===== config.mk =====
export PLATFORM = sky130hd
export DESIGN_NAME = sdss_spinup
export DESIGN_NICKNAME = d
export VERILOG_FILES = /design/src/sdss_pkg.sv /design/src/sdss_spinup.sv
export SDC_FILE = /design/constraint.sdc
export NUM_CORES = 1
export LEC_CHECK = 0
export ABC_AREA = 1
export BUFFER_PORTS_ARGS = -buffer_cell sky130_fd_sc_hd__buf_2
export CELL_PAD_IN_SITES_DETAIL_PLACEMENT = 1
export CELL_PAD_IN_SITES_GLOBAL_PLACEMENT = 1
export CORE_MARGIN = 2
export CORE_UTILIZATION = 34
export CTS_CLUSTER_SIZE = 14
export DETAILED_ROUTE_END_ITERATION = 16
export PLACE_DENSITY_LB_ADDON = 0.1
export REMOVE_ABC_BUFFERS = 1
export SLEW_MARGIN = 20
export SYNTH_ARGS = -nofsm -noshare
export SYNTH_HDL_FRONTEND = slang
export SYNTH_SLANG_ARGS = --single-unit

===== constraint.sdc =====
create_clock -name sys_clk -period 3.6 [get_ports sys_clk]
set_input_delay 0.18 -clock sys_clk [delete_from_list [all_inputs] [get_ports sys_clk]]
set_output_delay 0.18 -clock sys_clk [all_outputs]
set_load 0.05 [all_outputs]

===== src/sdss_pkg.sv =====
// shared constants and types for the strap decode and spin-up stagger block
package sdss_pkg;

  // ****************************************************************
  // timing
  // ****************************************************************
  localparam int unsigned CLK_HZ        = 200_000_000;  // sys_clk rate
  localparam int unsigned SEC_NS        = 1_000_000_000; // one second in ns
  localparam int unsigned CLK_PERIOD_NS = SEC_NS / CLK_HZ;
  localparam int unsigned SEC_CYCLES    = SEC_NS / CLK_PERIOD_NS; // cycles per second

  // ****************************************************************
  // widths and decode values
  // ****************************************************************
  localparam int unsigned ID_W   = 4;   // target identifier width
  localparam int unsigned MULT_W = 4;   // delay multiplier width
  localparam int unsigned SECS_W = 8;   // multiplier times identifier, max 150
  localparam logic [MULT_W-1:0] MULT_NONE = 4'h0;
  localparam logic [MULT_W-1:0] MULT_LONG = 4'hA;  // ten seconds
  localparam logic [MULT_W-1:0] MULT_MID  = 4'h4;  // four seconds
  localparam logic [ID_W-1:0]   ID_RST    = 4'h0;
  localparam logic [SECS_W-1:0] SECS_RST  = 8'h00;

  typedef enum logic [1:0] {
    SDSS_CAPTURE,
    SDSS_WAIT,
    SDSS_SPIN,
    SDSS_IDLE
  } sdss_state_t;

endpackage


===== src/sdss_spinup.sv =====
// strap capture, start-up policy decode and staggered motor spin-up
`timescale 1ns/1ps

// What this block does
// [RULE_01] four strap bits form binary target identifier
// [RULE_02] installed jumper reads as logic one
// [RULE_03] auto mode spins up without start command
// [RULE_04] otherwise stay stopped, not ready, until start
// [RULE_05] auto delay equals multiplier seconds times identifier
// [RULE_06] decode table for the 68-pin variant
// [RULE_07] decode table for the 80-pin variant
// [RULE_08] integrator uses front block or auxiliary, never both
// [RULE_09] auxiliary auto spin input: grounded means enabled; on the 80-pin variant it acts as the start strap, so auto is disabled
// [RULE_10] external driver is open collector, floats released
// [RULE_11] external fault input is ignored entirely
// [RULE_12] straps sampled once after reset, then held
module sdss_spinup
  import sdss_pkg::*;
#(
  parameter int unsigned SEC_COUNT = SEC_CYCLES  // cycles per second, shorten in simulation
) (
  input  wire logic            sys_clk,              // 200 MHz clock
  input  wire logic            resetn,               // power-on reset, active low
  input  wire logic            variant_80,           // 1: 80-pin variant, 0: 68-pin
  input  wire logic [ID_W-1:0] id_jumper,            // id straps, 1 = jumper installed
  input  wire logic            start_jumper,         // auto start strap, 1 = installed
  input  wire logic            delay_jumper,         // auto start delay strap, 1 = installed
  input  wire logic            aux_spin_start_n,     // auxiliary auto spin, 0 = grounded
  input  wire logic            external_fault_input, // auxiliary fault line, unused
  input  wire logic            start_unit,           // one-cycle start-unit command pulse
  output logic [ID_W-1:0]      target_id,            // decoded target identifier
  output logic                 auto_start,           // auto start-up mode selected
  output logic [MULT_W-1:0]    delay_mult,           // delay multiplier in seconds
  output logic                 motor_on,             // spin-up command to motor
  output logic                 unit_ready            // ready for media access
);

  // ****************************************************************
  // state
  // ****************************************************************
  typedef struct packed {
    sdss_state_t       st;
    logic [ID_W-1:0]   id;
    logic              auto_en;
    logic [MULT_W-1:0] mult;
    logic [SECS_W-1:0] secs;   // whole seconds still to wait
    logic [31:0]       tick;   // cycles within the current second
    logic              motor;
  } sdss_regs_t;

  sdss_regs_t r_q;
  sdss_regs_t r_d;

  // decoded policy: {auto, multiplier}; a grounded auxiliary line acts as the start strap
  function automatic logic [MULT_W:0] decode_policy(input logic is80, input logic st,
                                                    input logic dl);
    logic [MULT_W:0] res;
    res = {1'b0, MULT_NONE};
    if (is80) begin
      if (!st) res = {1'b1, dl ? MULT_LONG : MULT_NONE}; // RULE_07
    end else begin
      unique case ({dl, st})                               // RULE_06
        2'b01:   res = {1'b1, MULT_NONE};
        2'b10:   res = {1'b1, MULT_LONG};
        2'b11:   res = {1'b1, MULT_MID};
        default: res = {1'b0, MULT_NONE};
      endcase
    end
    return res;
  endfunction

  // stagger in whole seconds; operands widened first so 10 x 15 cannot wrap
  function automatic logic [SECS_W-1:0] stagger_secs(input logic [MULT_W-1:0] m,
                                                     input logic [ID_W-1:0]   id);
    return SECS_W'(m) * SECS_W'(id);
  endfunction

  // ****************************************************************
  // next state
  // ****************************************************************
  // the fault line is deliberately never read; nothing depends on it  // RULE_11
  always_comb begin
    logic [MULT_W:0] pol;
    logic            st_eff;
    st_eff = start_jumper | ~aux_spin_start_n;                   // RULE_02 RULE_09
    pol    = decode_policy(variant_80, st_eff, delay_jumper);
    r_d    = r_q;
    unique case (r_q.st)
      SDSS_CAPTURE: begin
        // one-shot capture at first edge after release, held until next reset
        r_d.id      = id_jumper;                                 // RULE_01 RULE_12
        r_d.auto_en = pol[MULT_W];
        r_d.mult    = pol[MULT_W-1:0];
        r_d.secs    = stagger_secs(pol[MULT_W-1:0], id_jumper);  // RULE_05
        r_d.tick    = '0;
        r_d.st      = pol[MULT_W] ? SDSS_WAIT : SDSS_IDLE;       // RULE_03 RULE_04
      end
      SDSS_WAIT: begin
        if (r_q.secs == SECS_RST) begin
          r_d.st    = SDSS_SPIN;                                 // RULE_03
          r_d.motor = 1'b1;
        end else if (r_q.tick == SEC_COUNT - 1) begin
          r_d.tick = '0;
          r_d.secs = r_q.secs - 8'h01;                           // RULE_05
        end else begin
          r_d.tick = r_q.tick + 32'h0000_0001;
        end
      end
      SDSS_IDLE: begin
        // motor held off until the initiator asks
        if (start_unit) begin                                    // RULE_04
          r_d.st    = SDSS_SPIN;
          r_d.motor = 1'b1;
        end
      end
      SDSS_SPIN: r_d = r_q;
    endcase
  end

  // ****************************************************************
  // registers
  // ****************************************************************
  always_ff @(posedge sys_clk or negedge resetn) begin
    if (!resetn) begin
      r_q <= '{st: SDSS_CAPTURE, id: ID_RST, auto_en: 1'b0, mult: MULT_NONE,
               secs: SECS_RST, tick: 32'h0000_0000, motor: 1'b0};
    end else begin
      r_q <= r_d;
    end
  end

  // outputs straight from the state flops
  assign target_id  = r_q.id;
  assign auto_start = r_q.auto_en;
  assign delay_mult = r_q.mult;
  assign motor_on   = r_q.motor;
  assign unit_ready = r_q.motor;
endmodule


==> results of run 1 <==
cell type report:
class / count / area, um^2
tap: 136 / 170
timing repair buffer: 23 / 125
clock inverter: 3 / 21.3
sequential: 50 / 1250
inverter: 65 / 244
multi-input combinational: 382 / 1920
fill: 1338 / 6430
clock buffer: 5 / 68.8
worst max-delay path by stage:
stage	startpoint	to	slack, ns	depth (start not counted)
after floorplan	start_jumper	r_q[40]	0.96	16
after global placement	start_jumper	r_q[40]	0.68	17
after detailed placement	start_jumper	r_q[40]	0.62	17
after CTS	start_jumper	r_q[40]	0.93	17
after global routing	start_jumper	r_q[40]	0.67	17
final	start_jumper	r_q[40]	0.96	17
synth_stat cells, types with 2 or more instances:
cell type	instances	share of area [%]
o22ai_1	5	0.88
nand4_1	13	2.3
o21ai_2	5	1.2
nor2_2	2	0.35
nor2_1	68	7.2
fa_1	2	1.1
dfrtp_1	50	35
nor3_1	13	1.8
nand3_1	36	5.1
mux2i_1	2	0.56
o21ai_0	29	4.1
clkbuf_1	2	0.21
o21bai_1	2	0.42
buf_2	3	0.42
ha_1	13	4.6
buf_4	11	2.3
buf_6	3	0.95
nand2_1	152	16
a21oi_1	8	1.1
nand3_2	2	0.56
nand2_2	6	1.1
xor2_1	14	3.4
inv_1	64	6.8
sequential cells by signal, summed over array words and instances (netlist names):
register,flops
auto_start,1
delay_mult,2
motor_on,1
r_q,42
target_id,4
stage by stage:
step / power (mW) / cells / util [%] / worst slack (ns)
2_1_floorplan: 1.16 / 497 / - / 0.959
3_3_place_gp: 1.29 / 655 / 36.2 / 0.679
3_5_place_dp: 1.30 / 655 / 36.2 / 0.619
4_1_cts: 1.67 / 664 / 37.2 / 0.935
5_1_grt: 1.76 / 664 / 37.2 / 0.674
6_report: 1.63 / 664 / 37.2 / 0.960
power groups by stage:
stage | Combinational, mW | Clock [mW] | Sequential (mW)
final | 0.562 | 0.352 | 0.719
after detailed placement | 0.571 | 0 | 0.729
after global routing | 0.633 | 0.389 | 0.735
after global placement | 0.564 | 0 | 0.724
after floorplan | 0.261 | 0 | 0.894
after CTS | 0.573 | 0.375 | 0.721
metal layers:
metal | global-route usage, % | vias up | wire length, um
li1 | - | 1652 | -
met1 | 24.7 | 1590 | 4770
met2 | 34.7 | 39 | 5010
met3 | 2.70 | 10 | 232
met4 | 5.08 | 0 | 148
met5 | 0 | - | 0
cell families (layout without fill, tap and decap cells):
group           Yosys count  in the layout  share of synthesized area, %
fa+ha+maj                15             15                          5.70
xor+xnor                 14             14                          3.45
flops                    50             50                          35.2
compound gates           52             52                          8.41
mux                       2              2                         0.563
simple gates            298            298                          35.8
buf+inv                  84             96                          10.8
other cells               1              1                         0.105
critical path: stages:
cell and delay (ns):
buf_2 0.09, or2_2 0.32, nor2_1 0.10, inv_1 0.09, nor2_1 0.19, fa_1 0.46, ha_1 0.32, inv_1 0.06
fa_1 0.42, inv_1 0.10, nand3_1 0.07, nand2_1 0.08, xor2_1 0.15, nand2_1 0.07, nand2_1 0.06, nand3_1 0.06
nand2_1 0.08
==> results.json, run 1 <==
{
  "yosysWarnings": 0,
  "via_per_inst": 4.96,
  "layout_commonest_cell": "nand2_1",
  "seqPwrFrac_pct": 44.0,
  "ys_seq_elements": 50,
  "leakage_nw": 1.74,
  "yosysUniqueCellTypes": 34,
  "diodes": 0,
  "worstReg2RegEnd": "r_q[5]",
  "arrival_ns": 2.89,
  "synth_cells": 516,
  "cts_sinks": 50,
  "drc_errors": 0,
  "cp-start-kind": "input port",
  "grt_max_degree": 32,
  "synth_edf_count": 0,
  "cap_violations": 0,
  "syn_area_per_cell_um2": 6.89,
  "switching_share_pct": 41.7,
  "netSwitchingPower_mw": 0.681,
  "cp-end-kind": "flop",
  "final_max_slew_viol_count": 0,
  "layout_common_cells": "nand2_1, nor2_1, inv_1",
  "min_period_ns": 2.64,
  "ys_async_sr_fraction_pct": 100,
  "timing.setup.tns_ns": 0,
  "path_max_fanout": 5,
  "hold_violations": 0,
  "holdWs_ns": 0.118,
  "num_rows": 37,
  "postLayoutCellArea_mm2": 0.00380,
  "synth_seq_area_share_pct": 35.2,
  "drtAntennaViolNets": 0,
  "crit_type": "input port to flop",
  "grt_pass1_wl_mm": 17.5,
  "pwr-share-comb_pct": 34.4,
  "avgRoutedWirePerCell_um": 15.3,
  "clkTransAtPathRegs_ns": 0.11,
  "port_buffers": 20,
  "required_ns": 3.85,
  "first_pass_iters": 4,
  "finalSetupViolCount": 0,
  "grt_pass1_vias": 3546,
  "ctsLongestPathBuffers": 2,
  "grt-ovfl-total": 0,
  "antenna_found_initial": 0,
  "ys.flop_type": "dfrtp_1",
  "start_util_pct": 34.7,
  "drt_iter0_drc": 117,
  "reg2reg_slack_ns": 1.12,
  "post_cts_resized": 0,
  "cts_tree": "built",
  "ios": 23,
  "die_height_um": 106,
  "finalWirelength_mm": 10.2,
  "post_cts_buffers": 0,
  "clockPowerShare_pct": 21.5,
  "r2r_start": "r_q[33]",
  "vias": 3291,
  "worstRegToRegCells": 10,
  "fmax_mhz": 379,
  "power_density_mw_per_mm2": 430,
  "hold_buffers": 1,
  "intPower_mw": 0.952,
  "relSlewSlack_pct": 42.0,
  "placed_cell_area_mm2": 0.00370,
  "nNetsFinal": 554,
  "die_x_um": 106,
  "fin_crit_sh_pct": 73.3,
  "dp_hpwl_mm": 7.79,
  "numCtsBuffers": 5,
  "clock_latency_ns": 0.32,
  "core_area_mm2": 0.0102,
  "hp-class": "input port to flop",
  "gp_congestion": 0.850,
  "worstHoldStart": "start_unit",
  "syn_area_mm2": 0.00355,
  "htree_levels": 2,
  "cts_root_buffer": "clkbuf_8",
  "worst_pin_slew_ns": 0.868,
  "vdd_drop_max_uv": 372,
  "drive_above_1_share_pct": 9.47,
  "hold_end": "r_q[50]",
  "die_area_mm2": 0.0113,
  "finClkSkew_ns": 0.0128,
  "gr-usage-all-layers_pct": 19.5,
  "hold_depth": 4,
  "syn_to_final_growth_pct": 6.93,
  "rsz0062_at_grt": "false",
  "status": "finished, final reports clean"
}
Power figures use the tool's default switching activity.
==> run 2: changes to the inputs <==
==> constraint.sdc (replaced) <==
create_clock -name sys_clk -period 2.23 [get_ports sys_clk]
set_input_delay 0.1115 -clock sys_clk [delete_from_list [all_inputs] [get_ports sys_clk]]
set_output_delay 0.1115 -clock sys_clk [all_outputs]
set_load 0.05 [all_outputs]
==> run 2 against run 1 <==
Effect of this change: total power is 73% higher; die area did not move; critical path type unchanged; first-iteration DRC count down 36%; flip-flop and latch count unchanged; via count is 4.8% higher; count of clock-buffer cells in the layout did not move; clock skew decreased by 0.0024 ns; clock power rose by 92%; the run now ends with negative setup slack left.
==> results.json, run 2 (synthesis results as in run 1) <==
{
  "violations": "negative setup slack",
  "gp_congestion": 0.854,
  "drive_above_1_share_pct": 17.7,
  "final_max_slew_viol_count": 0,
  "timing.setup.tns_ns": -0.00251,
  "vdd_drop_max_uv": 543,
  "hold_violations": 0,
  "finalSetupViolCount": 1,
  "leakage_nw": 1.91,
  "post-place-ws_ns": -0.636,
  "htree_levels": 2,
  "setup_slack_ns": -0.00251,
  "grt_pass1_wl_mm": 18.3,
  "crit_type": "input port to flop",
  "die_area_mm2": 0.0113,
  "fin_cells": 696,
  "num_rows": 37,
  "port_buffers": 20,
  "finClkSkew_ns": 0.0105,
  "gr-usage-met1_pct": 26.0,
  "clkTransAtPathRegs_ns": 0.10,
  "clock_latency_ns": 0.32,
  "gr-usage-all-layers_pct": 20.6,
  "vias": 3449,
  "multiInputGateArea_mm2": 0.00203,
  "worst_pin_slew_ns": 0.666,
  "use_met2_pct": 35.1,
  "antenna_found_initial": 0,
  "drt_iter0_drc": 75,
  "grt_pass1_vias": 3685,
  "fmax_mhz": 448,
  "core_area_mm2": 0.0102,
  "postLayoutCellArea_mm2": 0.00419,
  "nNetsFinal": 586,
  "min_period_ns": 2.23,
  "arrival_ns": 2.50,
  "fin_crit_sh_pct": 100,
  "finalWirelength_mm": 10.9,
  "rsz0062_at_grt": "true",
  "numCtsBuffers": 5,
  "grt_max_degree": 28,
  "cp-end-kind": "flop",
  "avgRoutedWirePerCell_um": 15.7,
  "ios": 23,
  "busiest_layer": "met2",
  "cp-start-kind": "input port",
  "dp_hpwl_mm": 8.46,
  "power_density_mw_per_mm2": 675,
  "cts_root_buffer": "clkbuf_8",
  "required_ns": 2.49,
  "status": "complete, but fails checks",
  "layout_common_cells": "nand2_1, nor2_1, inv_1",
  "via_per_inst": 4.96,
  "largest_reg_flops": 42,
  "cap_violations": 0,
  "cts_tree": "built",
  "register_area_mm2": 0.00125,
  "fill_cells": 1348,
  "drc_errors": 0,
  "top_register": "r_q",
  "diodes": 0,
  "ctsLongestPathBuffers": 2,
  "cts_sinks": 50,
  "path_max_fanout": 4,
  "grt-ovfl-total": 0,
  "relSlewSlack_pct": 55.6,
  "dp.cells": 683,
  "syn_to_final_growth_pct": 17.9,
  "die_height_um": 106,
  "use_met3_pct": 3.13,
  "hp-class": "input port to flop",
  "placed_cell_area_mm2": 0.00391,
  "layout_commonest_cell": "nand2_1",
  "start_util_pct": 34.7,
  "first_pass_iters": 4,
  "die_x_um": 106,
  "drtAntennaViolNets": 0,
  "holdWs_ns": 0.0742
}
run 2: cell types whose count changed in the layout (fill, tap and decap cells not counted), moves of 3 or more:
cell / delta
buf_6: +3
ha_4: +5
ha_1: -5
nor2_4: +4
buf_4: +31
inv_1: -5
nor2_1: -4
inv_2: +3
run 2: per-layer routing:
metal,part of all wire [%],routed length [um]
met5,0,0
met3,2.4,258
met4,3.4,370
met2,48,5230
met1,46,5060
run 2: timing repair:
| item | in CTS | in global routing |
|---|---|---|
| hold buffers | 1 | 0 |
| pin swaps | 14 | 13 |
| setup endpoints to repair | 4 | 4 |
| resized for setup | 24 | 5 |
| buffers inserted | 3 | 1 |
| endpoints found under the hold margin | 25 | 0 |
run 2: worst paths after layout:
path	start	end	slack [ns]	cells after the start
hold / removal	start_unit	r_q[50]	0.07	4
max in group asynchronous	resetn	motor_on	1.23	3
setup / recovery	start_jumper	r_q[40]	-0.003	19
setup reg to reg	r_q[1]	r_q[7]	0.22	10
hold reg to reg	auto_start	auto_start	0.49	1
min in group asynchronous	resetn	r_q[3]	0.36	2
run 2: where the power goes:
group          total (mW)  switching (mW)  leakage (nW)  internal (mW)
Clock               0.677           0.340        0.0585          0.337
Sequential           1.16           0.112         0.666           1.05
Combinational       0.988           0.679          1.18          0.309
Total                2.83            1.13          1.91           1.70
run 2: cell type report:
type | count | share of cell area (%)
tap | 136 | 4.06
clock buffer | 5 | 1.64
inverter | 65 | 5.94
timing repair buffer | 55 | 9.11
multi-input combinational | 382 | 48.3
clock inverter | 3 | 1.05
sequential | 50 | 29.9
run 2: worst max-delay path, stage by stage:
cell,delay (ns)
buf_6,0.09
or2_4,0.26
nor2_4,0.10
inv_4,0.06
buf_6,0.12
nor2_4,0.12
ha_4,0.22
ha_4,0.27
ha_4,0.14
inv_4,0.04
fa_2,0.38
inv_2,0.07
nand3_2,0.06
nand2_2,0.07
xor2_1,0.14
nand2_1,0.06
nand2_1,0.06
nand3_1,0.06
nand2_1,0.06
run 2: stage by stage:
stage / power (mW) / utilization, %
2_1_floorplan: 1.87 / -
3_3_place_gp: 2.13 / 38.2
3_5_place_dp: 2.15 / 38.2
4_1_cts: 2.86 / 40.7
5_1_grt: 3.02 / 41.0
6_report: 2.83 / 41.0
==> run 3: changes to the inputs <==
--- a/config.mk
+++ b/config.mk
@@ -10,7 +10,7 @@
 export CELL_PAD_IN_SITES_DETAIL_PLACEMENT = 1
 export CELL_PAD_IN_SITES_GLOBAL_PLACEMENT = 1
 export CORE_MARGIN = 2
-export CORE_UTILIZATION = 34
+export CORE_UTILIZATION = 35
 export CTS_CLUSTER_SIZE = 14
 export DETAILED_ROUTE_END_ITERATION = 16
 export PLACE_DENSITY_LB_ADDON = 0.1
==> run 3 against run 2 <==
Effect of this change: the flow now finishes without violations; combinational power shrank 2%; worst setup slack better by 0.026 ns; fmax grew 1.2%; clock skew is 0.0024 ns higher; sequential share of layout area is 0.42 points higher; clock power is 19% lower; wire length decreased by 1.7%; cell count is 1.3% lower; critical path type unchanged.
==> results.json, run 3 (synthesis results as in run 1) <==
{
  "final_max_slew_viol_count": 0,
  "die_height_um": 105,
  "grt-ovfl-total": 0,
  "cp-end-kind": "flop",
  "multiInputGateArea_mm2": 0.00202,
  "hold_violations": 0,
  "status": "finished, final reports clean",
  "cts_tree": "built",
  "vdd_drop_max_uv": 429,
  "arrival_ns": 2.46,
  "holdWs_ns": 0.0780,
  "rsz0062_at_grt": "true",
  "relSlewSlack_pct": 42.4,
  "finClkSkew_ns": 0.0129,
  "dp_hpwl_mm": 8.19,
  "gp_congestion": 0.831,
  "start_util_pct": 36.2,
  "diodes": 0,
  "clkTransAtPathRegs_ns": 0.10,
  "grt_pass1_vias": 3630,
  "power_density_mw_per_mm2": 647,
  "die_x_um": 105,
  "path_max_fanout": 5,
  "cts_sinks": 50,
  "num_rows": 36,
  "htree_levels": 2,
  "layout_commonest_cell": "nand2_1",
  "top_register": "r_q",
  "antenna_found_initial": 0,
  "leakage_nw": 1.88,
  "register_area_mm2": 0.00125,
  "port_buffers": 20,
  "grt_max_degree": 35,
  "grt_pass1_wl_mm": 17.9,
  "numCtsBuffers": 5,
  "die_area_mm2": 0.0110,
  "ctsLongestPathBuffers": 2,
  "fmax_mhz": 453,
  "hp-class": "input port to flop",
  "timing.setup.tns_ns": 0,
  "ios": 23,
  "cp-start-kind": "input port",
  "drt_iter0_drc": 133,
  "drc_errors": 0,
  "core_area_mm2": 0.00982,
  "drive_above_1_share_pct": 16.8,
  "largest_reg_flops": 42,
  "fin_crit_sh_pct": 99.0,
  "vias": 3414,
  "finalSetupViolCount": 0,
  "fill_cells": 1312,
  "drtAntennaViolNets": 0,
  "via_per_inst": 4.97,
  "nNetsFinal": 581,
  "clock_latency_ns": 0.31,
  "required_ns": 2.49,
  "gr-usage-all-layers_pct": 20.2,
  "first_pass_iters": 4,
  "avgRoutedWirePerCell_um": 15.6,
  "syn_to_final_growth_pct": 16.3,
  "worst_pin_slew_ns": 0.864,
  "cts_root_buffer": "clkbuf_8",
  "finalWirelength_mm": 10.7,
  "min_period_ns": 2.21,
  "cap_violations": 0,
  "layout_common_cells": "nand2_1, nor2_1, inv_1",
  "crit_type": "input port to flop"
}
## run 3: cell count changes in the layout (fill, tap and decap cells not counted), moves of 2 or more
cell | before | now
buf_12 | 0 | 2
buf_4 | 33 | 25
ha_4 | 5 | 3
nor2_2 | 2 | 4
## run 3: power by group
group / total [mW] / switching [mW] / internal, mW
logic: 0.970 / 0.678 / 0.293
clock network: 0.545 / 0.328 / 0.217
registers: 1.16 / 0.109 / 1.05
total: 2.68 / 1.11 / 1.56
## run 3: path summary, 6_finish.rpt
kind                                        from            end  slack (ns)  cells after the start
worst max register to register           r_q[33]        r_q[18]        0.14                     11
min in group asynchronous                 resetn        r_q[16]        0.44                      2
max in group asynchronous                 resetn        r_q[50]        1.12                      3
worst max-delay path            aux_spin_start_n        r_q[40]        0.02                     18
worst min-delay path                  start_unit        r_q[50]        0.08                      4
worst min register to register     delay_mult[2]  delay_mult[2]        0.49                      2
## run 3: layer usage
metal	GRT usage [%]	wire [um]	up-vias
li1	-	-	1709
met1	24.5	4730	1663
met2	38.6	5770	36
met3	2.43	166	6
met4	2.86	68	0
met5	0	0	-
## run 3: timing repair
action	CTS	global route
hold buffers	1	0
endpoints found under the hold margin	32	0
setup buffers	2	3
setup endpoints to repair	4	10
pin swaps	12	10
gates resized for setup	24	5
## run 3: layout make-up
| type | count | area share, % |
|---|---|---|
| clock buffers | 6 | 1.76 |
| clock inverters | 1 | 0.182 |
| inverters | 65 | 5.96 |
| multi-input cells | 382 | 48.9 |
| flip-flops and latches | 50 | 30.3 |
| well taps | 133 | 4.03 |
| repair buffers | 50 | 8.87 |
## run 3: critical path: stages
cell     delay [ns]
buf_6          0.07
inv_2          0.02
or2_4          0.25
nor2_4         0.10
inv_4          0.06
nor2_4         0.09
fa_1           0.46
ha_4           0.29
inv_2          0.04
fa_2           0.38
inv_2          0.07
nand3_2        0.06
nand2_2        0.06
xor2_1         0.14
nand2_1        0.06
nand2_1        0.05
nand3_1        0.06
nand2_1        0.07
## run 3: metrics by stage
stage          power (mW)  instance area [um^2]  setup slack [ns]  instances  util [%]
2_1_floorplan        1.87                  3420            -0.342        497         -
3_3_place_gp         2.10                  3890            -0.479        674      39.6
3_5_place_dp         2.13                  3890            -0.587        674      39.6
4_1_cts              2.70                  4070           -0.0171        684      41.5
5_1_grt              2.85                  4130            -0.127        687      42.1
6_report             2.68                  4130            0.0232        687      42.1
